[config.mk]
export PLATFORM = sky130hd
export DESIGN_NAME = wpt_watchpoint
export DESIGN_NICKNAME = d
export VERILOG_FILES = /design/src/shared/wpt_pkg.sv /design/src/design/wpt_watchpoint.sv
export VERILOG_INCLUDE_DIRS = /design/src /design/src/shared
export SDC_FILE = /design/constraint.sdc
export NUM_CORES = 2
export LEC_CHECK = 0
export ABC_AREA = 0
export BUFFER_PORTS_ARGS = -buffer_cell sky130_fd_sc_hd__buf_2
export CORE_MARGIN = 10
export CORE_UTILIZATION = 60
export DETAILED_ROUTE_END_ITERATION = 8
export PLACE_DENSITY = 0.75
export SYNTH_ARGS = -nofsm -noshare
export SYNTH_HDL_FRONTEND = slang
export SYNTH_SLANG_ARGS = --single-unit
export TNS_END_PERCENT = 20
[constraint.sdc]
create_clock -name i_clock -period 5.3 [get_ports i_clock]
set_input_delay 1.06 -clock i_clock [delete_from_list [all_inputs] [get_ports i_clock]]
set_output_delay 1.06 -clock i_clock [all_outputs]
set_load 0.01 [all_outputs]
[src/shared/wpt_params.svh]
`ifndef WPT_PARAMS_SVH
`define WPT_PARAMS_SVH
// Range source select codes
`define WPT_RSRC_IP 2'h0
`define WPT_RSRC_DATA 2'h1
`define WPT_RSRC_RADDR 2'h2
`define WPT_RSRC_WADDR 2'h3
// Equal source select codes
`define WPT_ESRC_IP 2'h0
`define WPT_ESRC_DATA 2'h1
`define WPT_ESRC_WADDR 2'h2
`define WPT_ESRC_TASK 2'h3
// Data and address width default
`define WPT_WIDTH 16
// Shadow memory address width default
`define WPT_SHADOW_AW 8
`endif

[src/shared/wpt_pkg.sv]
package wpt_pkg;
    typedef enum logic [1:0] {
        WPT_RNG_OFF = 2'h0,
        WPT_RNG_IN = 2'h1,
        WPT_RNG_OUT = 2'h3
    } wpt_rng_mode_t;
    typedef enum logic [2:0] {
        WPT_EQ_OFF = 3'h0,
        WPT_EQ_V0 = 3'h1,
        WPT_EQ_V01 = 3'h2,
        WPT_EQ_V012 = 3'h3,
        WPT_EQ_MASK1 = 3'h4,
        WPT_EQ_MASK12 = 3'h5,
        WPT_EQ_V0_OR_IN = 3'h6,
        WPT_EQ_IN = 3'h7
    } wpt_eq_mode_t;
    typedef struct packed {
        logic [1:0] rng_src;
        wpt_rng_mode_t rng_mode;
        logic [1:0] eq_src;
        wpt_eq_mode_t eq_mode;
        logic eq_out_mode;
        logic use_and;
        logic debug_en;
        logic brk_out_en;
    } wpt_cfg_t;
    typedef enum logic [1:0] {
        WPT_RUN = 2'h0,
        WPT_HALT = 2'h1,
        WPT_STEP = 2'h3
    } wpt_state_t;
endpackage

[src/design/wpt_watchpoint.sv]
`timescale 1ns/100ps
`include "wpt_params.svh"
module wpt_watchpoint
    import wpt_pkg::*;
#(
    parameter int WIDTH = `WPT_WIDTH,
    parameter int SHADOW_AW = `WPT_SHADOW_AW
) (
    input wire logic i_clock, // 10 MHz core clock
    input wire logic i_reset, // Async reset, high
    input wire logic i_enable, // Clock enable
    input wire wpt_cfg_t i_cfg, // Watchpoint configuration
    input wire logic [WIDTH-1:0] i_range_lower_bound, // Range low bound
    input wire logic [WIDTH-1:0] i_range_upper_bound, // Range high bound
    input wire logic [WIDTH-1:0] i_match_value_first, // Value 0 or mask
    input wire logic [WIDTH-1:0] i_match_value_second, // Value 1
    input wire logic [WIDTH-1:0] i_match_value_third, // Value 2
    input wire logic i_fetch, // Instruction fetch strobe
    input wire logic [WIDTH-1:0] i_ip, // Instruction pointer
    input wire logic i_rd, // Data read strobe
    input wire logic i_wr, // Data write strobe
    input wire logic [WIDTH-1:0] i_addr, // Data address
    input wire logic [WIDTH-1:0] i_data, // Data value
    input wire logic [WIDTH-1:0] i_task_id, // OS task identifier
    input wire logic i_resume, // Debugger resumes
    input wire logic i_step, // Debugger single step
    input wire logic i_suspend_periph_en, // Suspend peripherals option
    input wire logic [3:0] i_monitor_level, // Monitor interrupt level
    input wire logic [3:0] i_irq_level, // Pending interrupt level
    input wire logic i_irq_req, // Interrupt pending
    input wire logic i_step_int_mask_en, // Mask interrupts on step
    input wire logic [SHADOW_AW-1:0] i_shadow_raddr, // Debugger shadow read
    output logic o_halt, // Core halted
    output logic o_break_pulse, // One-cycle break request
    output logic o_trigger_out, // Trigger output pulse
    output logic o_irq_allow, // Interrupt service allowed
    output logic o_periph_suspend, // Peripherals suspended
    output logic [WIDTH-1:0] o_shadow_rdata // Shadow read data
);
    // ****************************************
    // Comparators
    // ****************************************
    logic [WIDTH-1:0] rng_in;
    logic [WIDTH-1:0] eq_in;
    logic rng_hit;
    logic eq_hit;
    logic hit;
    logic qualify;
    logic [WIDTH-1:0] mask;
    logic eq2_hit;

    assign qualify = i_fetch | i_rd | i_wr;
    assign mask = i_match_value_first;
    // Third is lower, second is upper bound in the second range
    assign eq2_hit = (eq_in > i_match_value_third) && (eq_in < i_match_value_second);

    always_comb begin
        unique case (i_cfg.rng_src)
            `WPT_RSRC_IP: rng_in = i_ip;
            `WPT_RSRC_DATA: rng_in = i_data;
            `WPT_RSRC_RADDR: rng_in = i_addr;
            `WPT_RSRC_WADDR: rng_in = i_addr;
        endcase
        unique case (i_cfg.eq_src)
            `WPT_ESRC_IP: eq_in = i_ip;
            `WPT_ESRC_DATA: eq_in = i_data;
            `WPT_ESRC_WADDR: eq_in = i_addr;
            `WPT_ESRC_TASK: eq_in = i_task_id;
        endcase
        case (i_cfg.rng_mode)
            WPT_RNG_IN: rng_hit = (rng_in > i_range_lower_bound) &&
                (rng_in < i_range_upper_bound);
            WPT_RNG_OUT: rng_hit = (rng_in < i_range_lower_bound) ||
                (rng_in > i_range_upper_bound);
            default: rng_hit = 1'b0;
        endcase
        // Address sources only count on the matching access kind
        if (i_cfg.rng_src == `WPT_RSRC_RADDR && !i_rd) begin
            rng_hit = 1'b0;
        end
        if (i_cfg.rng_src == `WPT_RSRC_WADDR && !i_wr) begin
            rng_hit = 1'b0;
        end
        unique case (i_cfg.eq_mode)
            WPT_EQ_OFF: eq_hit = 1'b0;
            WPT_EQ_V0: eq_hit = (eq_in == i_match_value_first);
            WPT_EQ_V01: eq_hit = (eq_in == i_match_value_first) ||
                (eq_in == i_match_value_second);
            WPT_EQ_V012: eq_hit = (eq_in == i_match_value_first) ||
                (eq_in == i_match_value_second) || (eq_in == i_match_value_third);
            WPT_EQ_MASK1: eq_hit = ((eq_in & ~mask) ==
                (i_match_value_second & ~mask));
            WPT_EQ_MASK12: eq_hit = ((eq_in & ~mask) == (i_match_value_second & ~mask)) ||
                ((eq_in & ~mask) == (i_match_value_third & ~mask));
            WPT_EQ_V0_OR_IN: eq_hit = (eq_in == i_match_value_first) || eq2_hit;
            WPT_EQ_IN: eq_hit = eq2_hit;
        endcase
        // Outside variant of the second range comparator
        if (i_cfg.eq_out_mode && i_cfg.eq_mode == WPT_EQ_IN) begin
            eq_hit = (eq_in < i_match_value_third) || (eq_in > i_match_value_second);
        end
        if (i_cfg.eq_src == `WPT_ESRC_WADDR && !i_wr) begin
            eq_hit = 1'b0;
        end
        hit = qualify && (i_cfg.use_and ? (rng_hit && eq_hit) : (rng_hit || eq_hit));
    end

    // ****************************************
    // Run control
    // ****************************************
    wpt_state_t state_ff;
    wpt_state_t nxt_state;
    logic halt_ff;
    logic nxt_halt;
    logic brk_ff;
    logic nxt_brk;
    logic trig_ff;
    logic nxt_trig;
    logic irq_ff;
    logic nxt_irq;
    logic susp_ff;
    logic nxt_susp;

    always_comb begin
        nxt_state = state_ff;
        nxt_brk = 1'b0;
        nxt_trig = 1'b0;
        unique case (state_ff)
            WPT_RUN: begin
                if (hit) begin
                    nxt_brk = i_cfg.debug_en;
                    nxt_trig = i_cfg.brk_out_en;
                    if (i_cfg.debug_en) begin
                        nxt_state = WPT_HALT;
                    end
                end
            end
            WPT_HALT: begin
                if (i_step) begin
                    nxt_state = WPT_STEP;
                end else if (i_resume) begin
                    nxt_state = WPT_RUN;
                end
            end
            WPT_STEP: begin
                if (i_fetch) begin
                    nxt_state = WPT_HALT;
                end
            end
        endcase
        nxt_halt = (nxt_state == WPT_HALT);
        nxt_susp = i_suspend_periph_en && (nxt_state == WPT_HALT);
        unique case (nxt_state)
            WPT_RUN: nxt_irq = 1'b1;
            WPT_HALT: nxt_irq = !i_suspend_periph_en && i_irq_req &&
                (i_irq_level > i_monitor_level);
            WPT_STEP: nxt_irq = !i_step_int_mask_en;
        endcase
    end

    always_ff @(posedge i_clock or posedge i_reset) begin
        if (i_reset) begin
            state_ff <= WPT_RUN;
            halt_ff <= 1'b0;
            brk_ff <= 1'b0;
            trig_ff <= 1'b0;
            irq_ff <= 1'b1;
            susp_ff <= 1'b0;
        end else if (i_enable) begin
            state_ff <= nxt_state;
            halt_ff <= nxt_halt;
            brk_ff <= nxt_brk;
            trig_ff <= nxt_trig;
            irq_ff <= nxt_irq;
            susp_ff <= nxt_susp;
        end
    end

    assign o_halt = halt_ff;
    assign o_break_pulse = brk_ff;
    assign o_trigger_out = trig_ff;
    assign o_irq_allow = irq_ff;
    assign o_periph_suspend = susp_ff;

    // ****************************************
    // Shadow memory
    // ****************************************
    // Array has no reset; debugger must not trust it before first write
    logic [WIDTH-1:0] shadow_mem [2**SHADOW_AW];
    logic [WIDTH-1:0] rdata_ff;
    logic [WIDTH-1:0] nxt_rdata;

    assign nxt_rdata = shadow_mem[i_shadow_raddr];

    always_ff @(posedge i_clock) begin
        if (i_enable && i_wr) begin
            shadow_mem[i_addr[SHADOW_AW-1:0]] <= i_data;
        end
    end

    always_ff @(posedge i_clock or posedge i_reset) begin
        if (i_reset) begin
            rdata_ff <= '0;
        end else if (i_enable) begin
            rdata_ff <= nxt_rdata;
        end
    end

    assign o_shadow_rdata = rdata_ff;

    // ****************************************
    // Checks
    // ****************************************
    chk_break_single: assert property (@(posedge i_clock) disable iff (i_reset)
        (o_break_pulse && i_enable) |=> !o_break_pulse)
        else $error("break pulse longer than one cycle");
    chk_break_halts: assert property (@(posedge i_clock) disable iff (i_reset)
        o_break_pulse |-> o_halt)
        else $error("break without halt");
    chk_hit_break: assert property (@(posedge i_clock) disable iff (i_reset)
        (i_enable && state_ff == WPT_RUN && hit && i_cfg.debug_en) |=> o_break_pulse)
        else $error("hit did not break");
    chk_trig_cause: assert property (@(posedge i_clock) disable iff (i_reset)
        (o_trigger_out && $past(i_enable)) |-> $past(hit))
        else $error("trigger without hit");
    chk_step_mask: assert property (@(posedge i_clock) disable iff (i_reset)
        (state_ff == WPT_STEP && $past(i_step_int_mask_en) && $past(i_enable)) |-> !o_irq_allow)
        else $error("interrupt allowed in masked step");
    chk_susp_irq: assert property (@(posedge i_clock) disable iff (i_reset)
        o_periph_suspend |-> !o_irq_allow)
        else $error("interrupt while suspended");
    chk_in_range: assert property (@(posedge i_clock) disable iff (i_reset)
        (i_cfg.rng_mode == WPT_RNG_IN && rng_in <= i_range_lower_bound) |-> !rng_hit)
        else $error("in-range hit at or below lower bound");
    chk_out_range: assert property (@(posedge i_clock) disable iff (i_reset)
        (i_cfg.rng_mode == WPT_RNG_OUT && rng_hit) |->
        (rng_in < i_range_lower_bound || rng_in > i_range_upper_bound))
        else $error("out-range hit inside bounds");
endmodule

==> run summary <==
Status = finished clean
I/O pins = 205
Min-delay worst type = primary input to async pin
Final Cycle Share = 79.1%
CTS sink cnt = 4,119
Post_cts resized = 0
FFs w/ async S/R, synth = 0.558%
DR pass1 iterations = 5
WHS = 0.216 ns
CTS Hold Bufs = 0
Comb pwr share = 5.5%
Synthesized area = 160,000 um^2
Worst VDD drop = 286 uV
Post-synth net total = 7,115
Chip Height = 537 um
Crit end category = flip-flop
Die width = 537 um
Final setup viols = 0
Unrepaired setup endpoints after global routing = false
R2R Path End = o_shadow_rdata[8]
Largest family of logic cells by synthesized area = multiplexers
Reg2reg path depth = 8
Routed WL = 426 mm
Synth Area in XOR/XNOR = 0.186%
H-tree depth = 5
CTS Buffer Depth = 4
Vias in the first global route = 81,800
Library cells used by synthesis = 60
Fin nets = 7,829
Critical Path Fanout Max = 17
Largest net degree at the start of global routing = 202
Post-route ant nets = 0
Switching share of power = 21.1%
YS warnings = 0
Multiplexer share of the synthesized area = 18.3%
CP arrival = 5.06 ns
Total of max-cap violations = 0
DR WL/cell = 37.3 um
I/O Buffers = 204
FMAX = 238 MHz
Clock latency at the later pin of the worst-skew pair = 0.94 ns
Seq/Total Area, Yosys = 77.0%
Post-Synth Simple-Gate Area = 1.43%
Die outline area = 289,000 um^2
Average size of a mapped cell = 23.4 um^2
P_leak = 57.8 nW
Synth Instances = 6,849
WP data required = 6.16 ns
FF-to-FF setup slack = 2.14 ns
Compound-Gate Fraction of Synth Area = 1.24%
Global route overflow = 0
Pwr Density = 376 nW/um^2
Critical path launch point type = primary input
CTS root buf = clkbuf_16
Worst r2r src = shadow_mem[110][8]
HPWL after DPL = 241 mm
Core footprint = 266,000 um^2
Worst Tran Pin Value = 1.31 ns
DRC Markers = 0
First-pass GRT wire length = 609 mm
Count of pins over their slew limit = 0
Area Growth Syn to Fin = 13.4%
Clock power frac = 42.0%
Adder-Cell Fraction of Synth Area = 0.639%
Main synth FF type = edfxtp_1
Slew HR = 13.0%
Sequential share of power = 52.6%
Share of cells above drive strength 1 = 32.7%
Pre-CTS WS = 0.0965 ns
Initial core utilization = 60.4%
Internal Dissipation = 0.0540 W
Critical path class = primary input to flip-flop
#FFs+latches synth = 4,119
DR vias = 79,600
TritonCTS clock tree = built
Worst Setup SP = i_cfg[8]
Num CTS Buffers = 405
Total setup buffers inserted after CTS = 0
Row count = 189
Switching power total = 0.0145 W
Final worst setup slack = 1.11 ns
TNS Setup = 0 ns
Via/cell ratio = 6.96
Period minus WS final = 4.19 ns
Reg clk slew, reported paths = 0.07 ns
Fin util = 68.5%
GP Congestion = 0.963
Clock Skews = 0.0817 ns
DRT iter0 DRCs = 11,400
Number of synthesized flops with an enable pin = 4,096
Antenna violations before repair = 20
GRT Total Usage = 29.6%
Final Hold Fails = 0
[metrics by stage]
stage                     instances  instance area, um^2  power (W)
final                         11400               182000     0.0684
after global routing          11400               182000     0.0701
after CTS                     11400               182000     0.0687
after detailed placement      10700               169000     0.0403
after global placement        10700               169000     0.0403
after floorplan                6849               160000     0.0386
[placed cells by master (no fill, tap or decap), types with 78 or more instances in the layout]
cell and instances:
clkinv_1 83, clkbuf_16 414, a22oi_1 128, clkbuf_1 78, edfxtp_1 4096, buf_2 184
nand2_1 89, ha_1 82, mux4_2 1296, buf_4 439, inv_1 87, nor2_1 286
[worst max-delay path, stage by stage]
cell       delay (ns)
buf_2            0.48
mux4_2           0.65
ha_1             0.34
a21oi_1          0.16
a21oi_1          0.09
a2111oi_0        0.69
o221ai_1         0.25
o21ai_0          0.13
nor2_1           0.09
o31ai_1          0.56
a32oi_1          0.29
a21bo_1          0.24
[registers in the layout, summed over array words and instances, names as in the netlist]
signal and flops:
o_trigger_out 1, state_ff 2, o_break_pulse 1, shadow_mem 4096, o_halt 1, o_irq_allow 1, o_shadow_rdata 16, o_periph_suspend 1
[synthesized netlist by cell type (33+ instances only)]
cell type	number	area share (%)
a21oi_1	73	0.23
a22oi_1	128	0.60
buf_1	35	0.082
buf_2	105	0.33
clkbuf_1	239	0.56
edfxtp_1	4096	77
ha_1	82	0.64
inv_1	87	0.20
mux4_2	1296	18
nand2_1	89	0.21
nand3_1	54	0.17
nor2_1	296	0.69
nor2b_1	35	0.14
o21ai_0	44	0.14
xnor2_1	33	0.18
[power groups by stage]
stage               Combinational, W  Clock (W)  Sequential, W
floorplan                    0.00196          0         0.0366
global placement             0.00362          0         0.0366
detailed placement           0.00369          0         0.0367
CTS                          0.00375     0.0290         0.0360
global route                 0.00394     0.0302         0.0359
finish                       0.00375     0.0287         0.0360
[metal layers]
metal,wire length (um),global-route usage [%],up-vias
met1,148000,39.3,42000
met5,135,0,-
met3,47600,7.33,940
met2,210000,47.7,5863
li1,-,-,30700
met4,20300,12.2,22
[cell type report]
cell class                      instances  area, um^2
Clock buffer                          495       10700
Sequential cell                      4119      124000
Clock inverter                        242        2490
Tap cell                             3533        4420
Timing Repair Buffer                  690        5460
Inverter                               87         327
Multi-Input combinational cell       2260       35000
Fill cell                           15200       83600
Antenna cell                            6        15.0
[logic make-up (layout without fill, tap and decap cells)]
logic type / Yosys count / after routing
xor+xnor: 34 / 34
buf+inv: 470 / 1514
other cells: 0 / 6
simple gates: 529 / 529
fa+ha+maj: 82 / 82
flops: 4119 / 4119
mux: 1314 / 1314
compound gates: 301 / 301
[worst max path at each step]
stage / cells past startpoint / to / slack, ns
5_1_grt: 12 / o_irq_allow / 0.83
4_1_cts: 12 / o_irq_allow / 1.09
3_5_place_dp: 12 / o_irq_allow / 0.1
2_1_floorplan: 13 / o_irq_allow / 0.83
3_3_place_gp: 12 / o_irq_allow / 0.05
6_report: 12 / o_irq_allow / 1.11
Note: power is estimated with default switching activity, not from simulation.
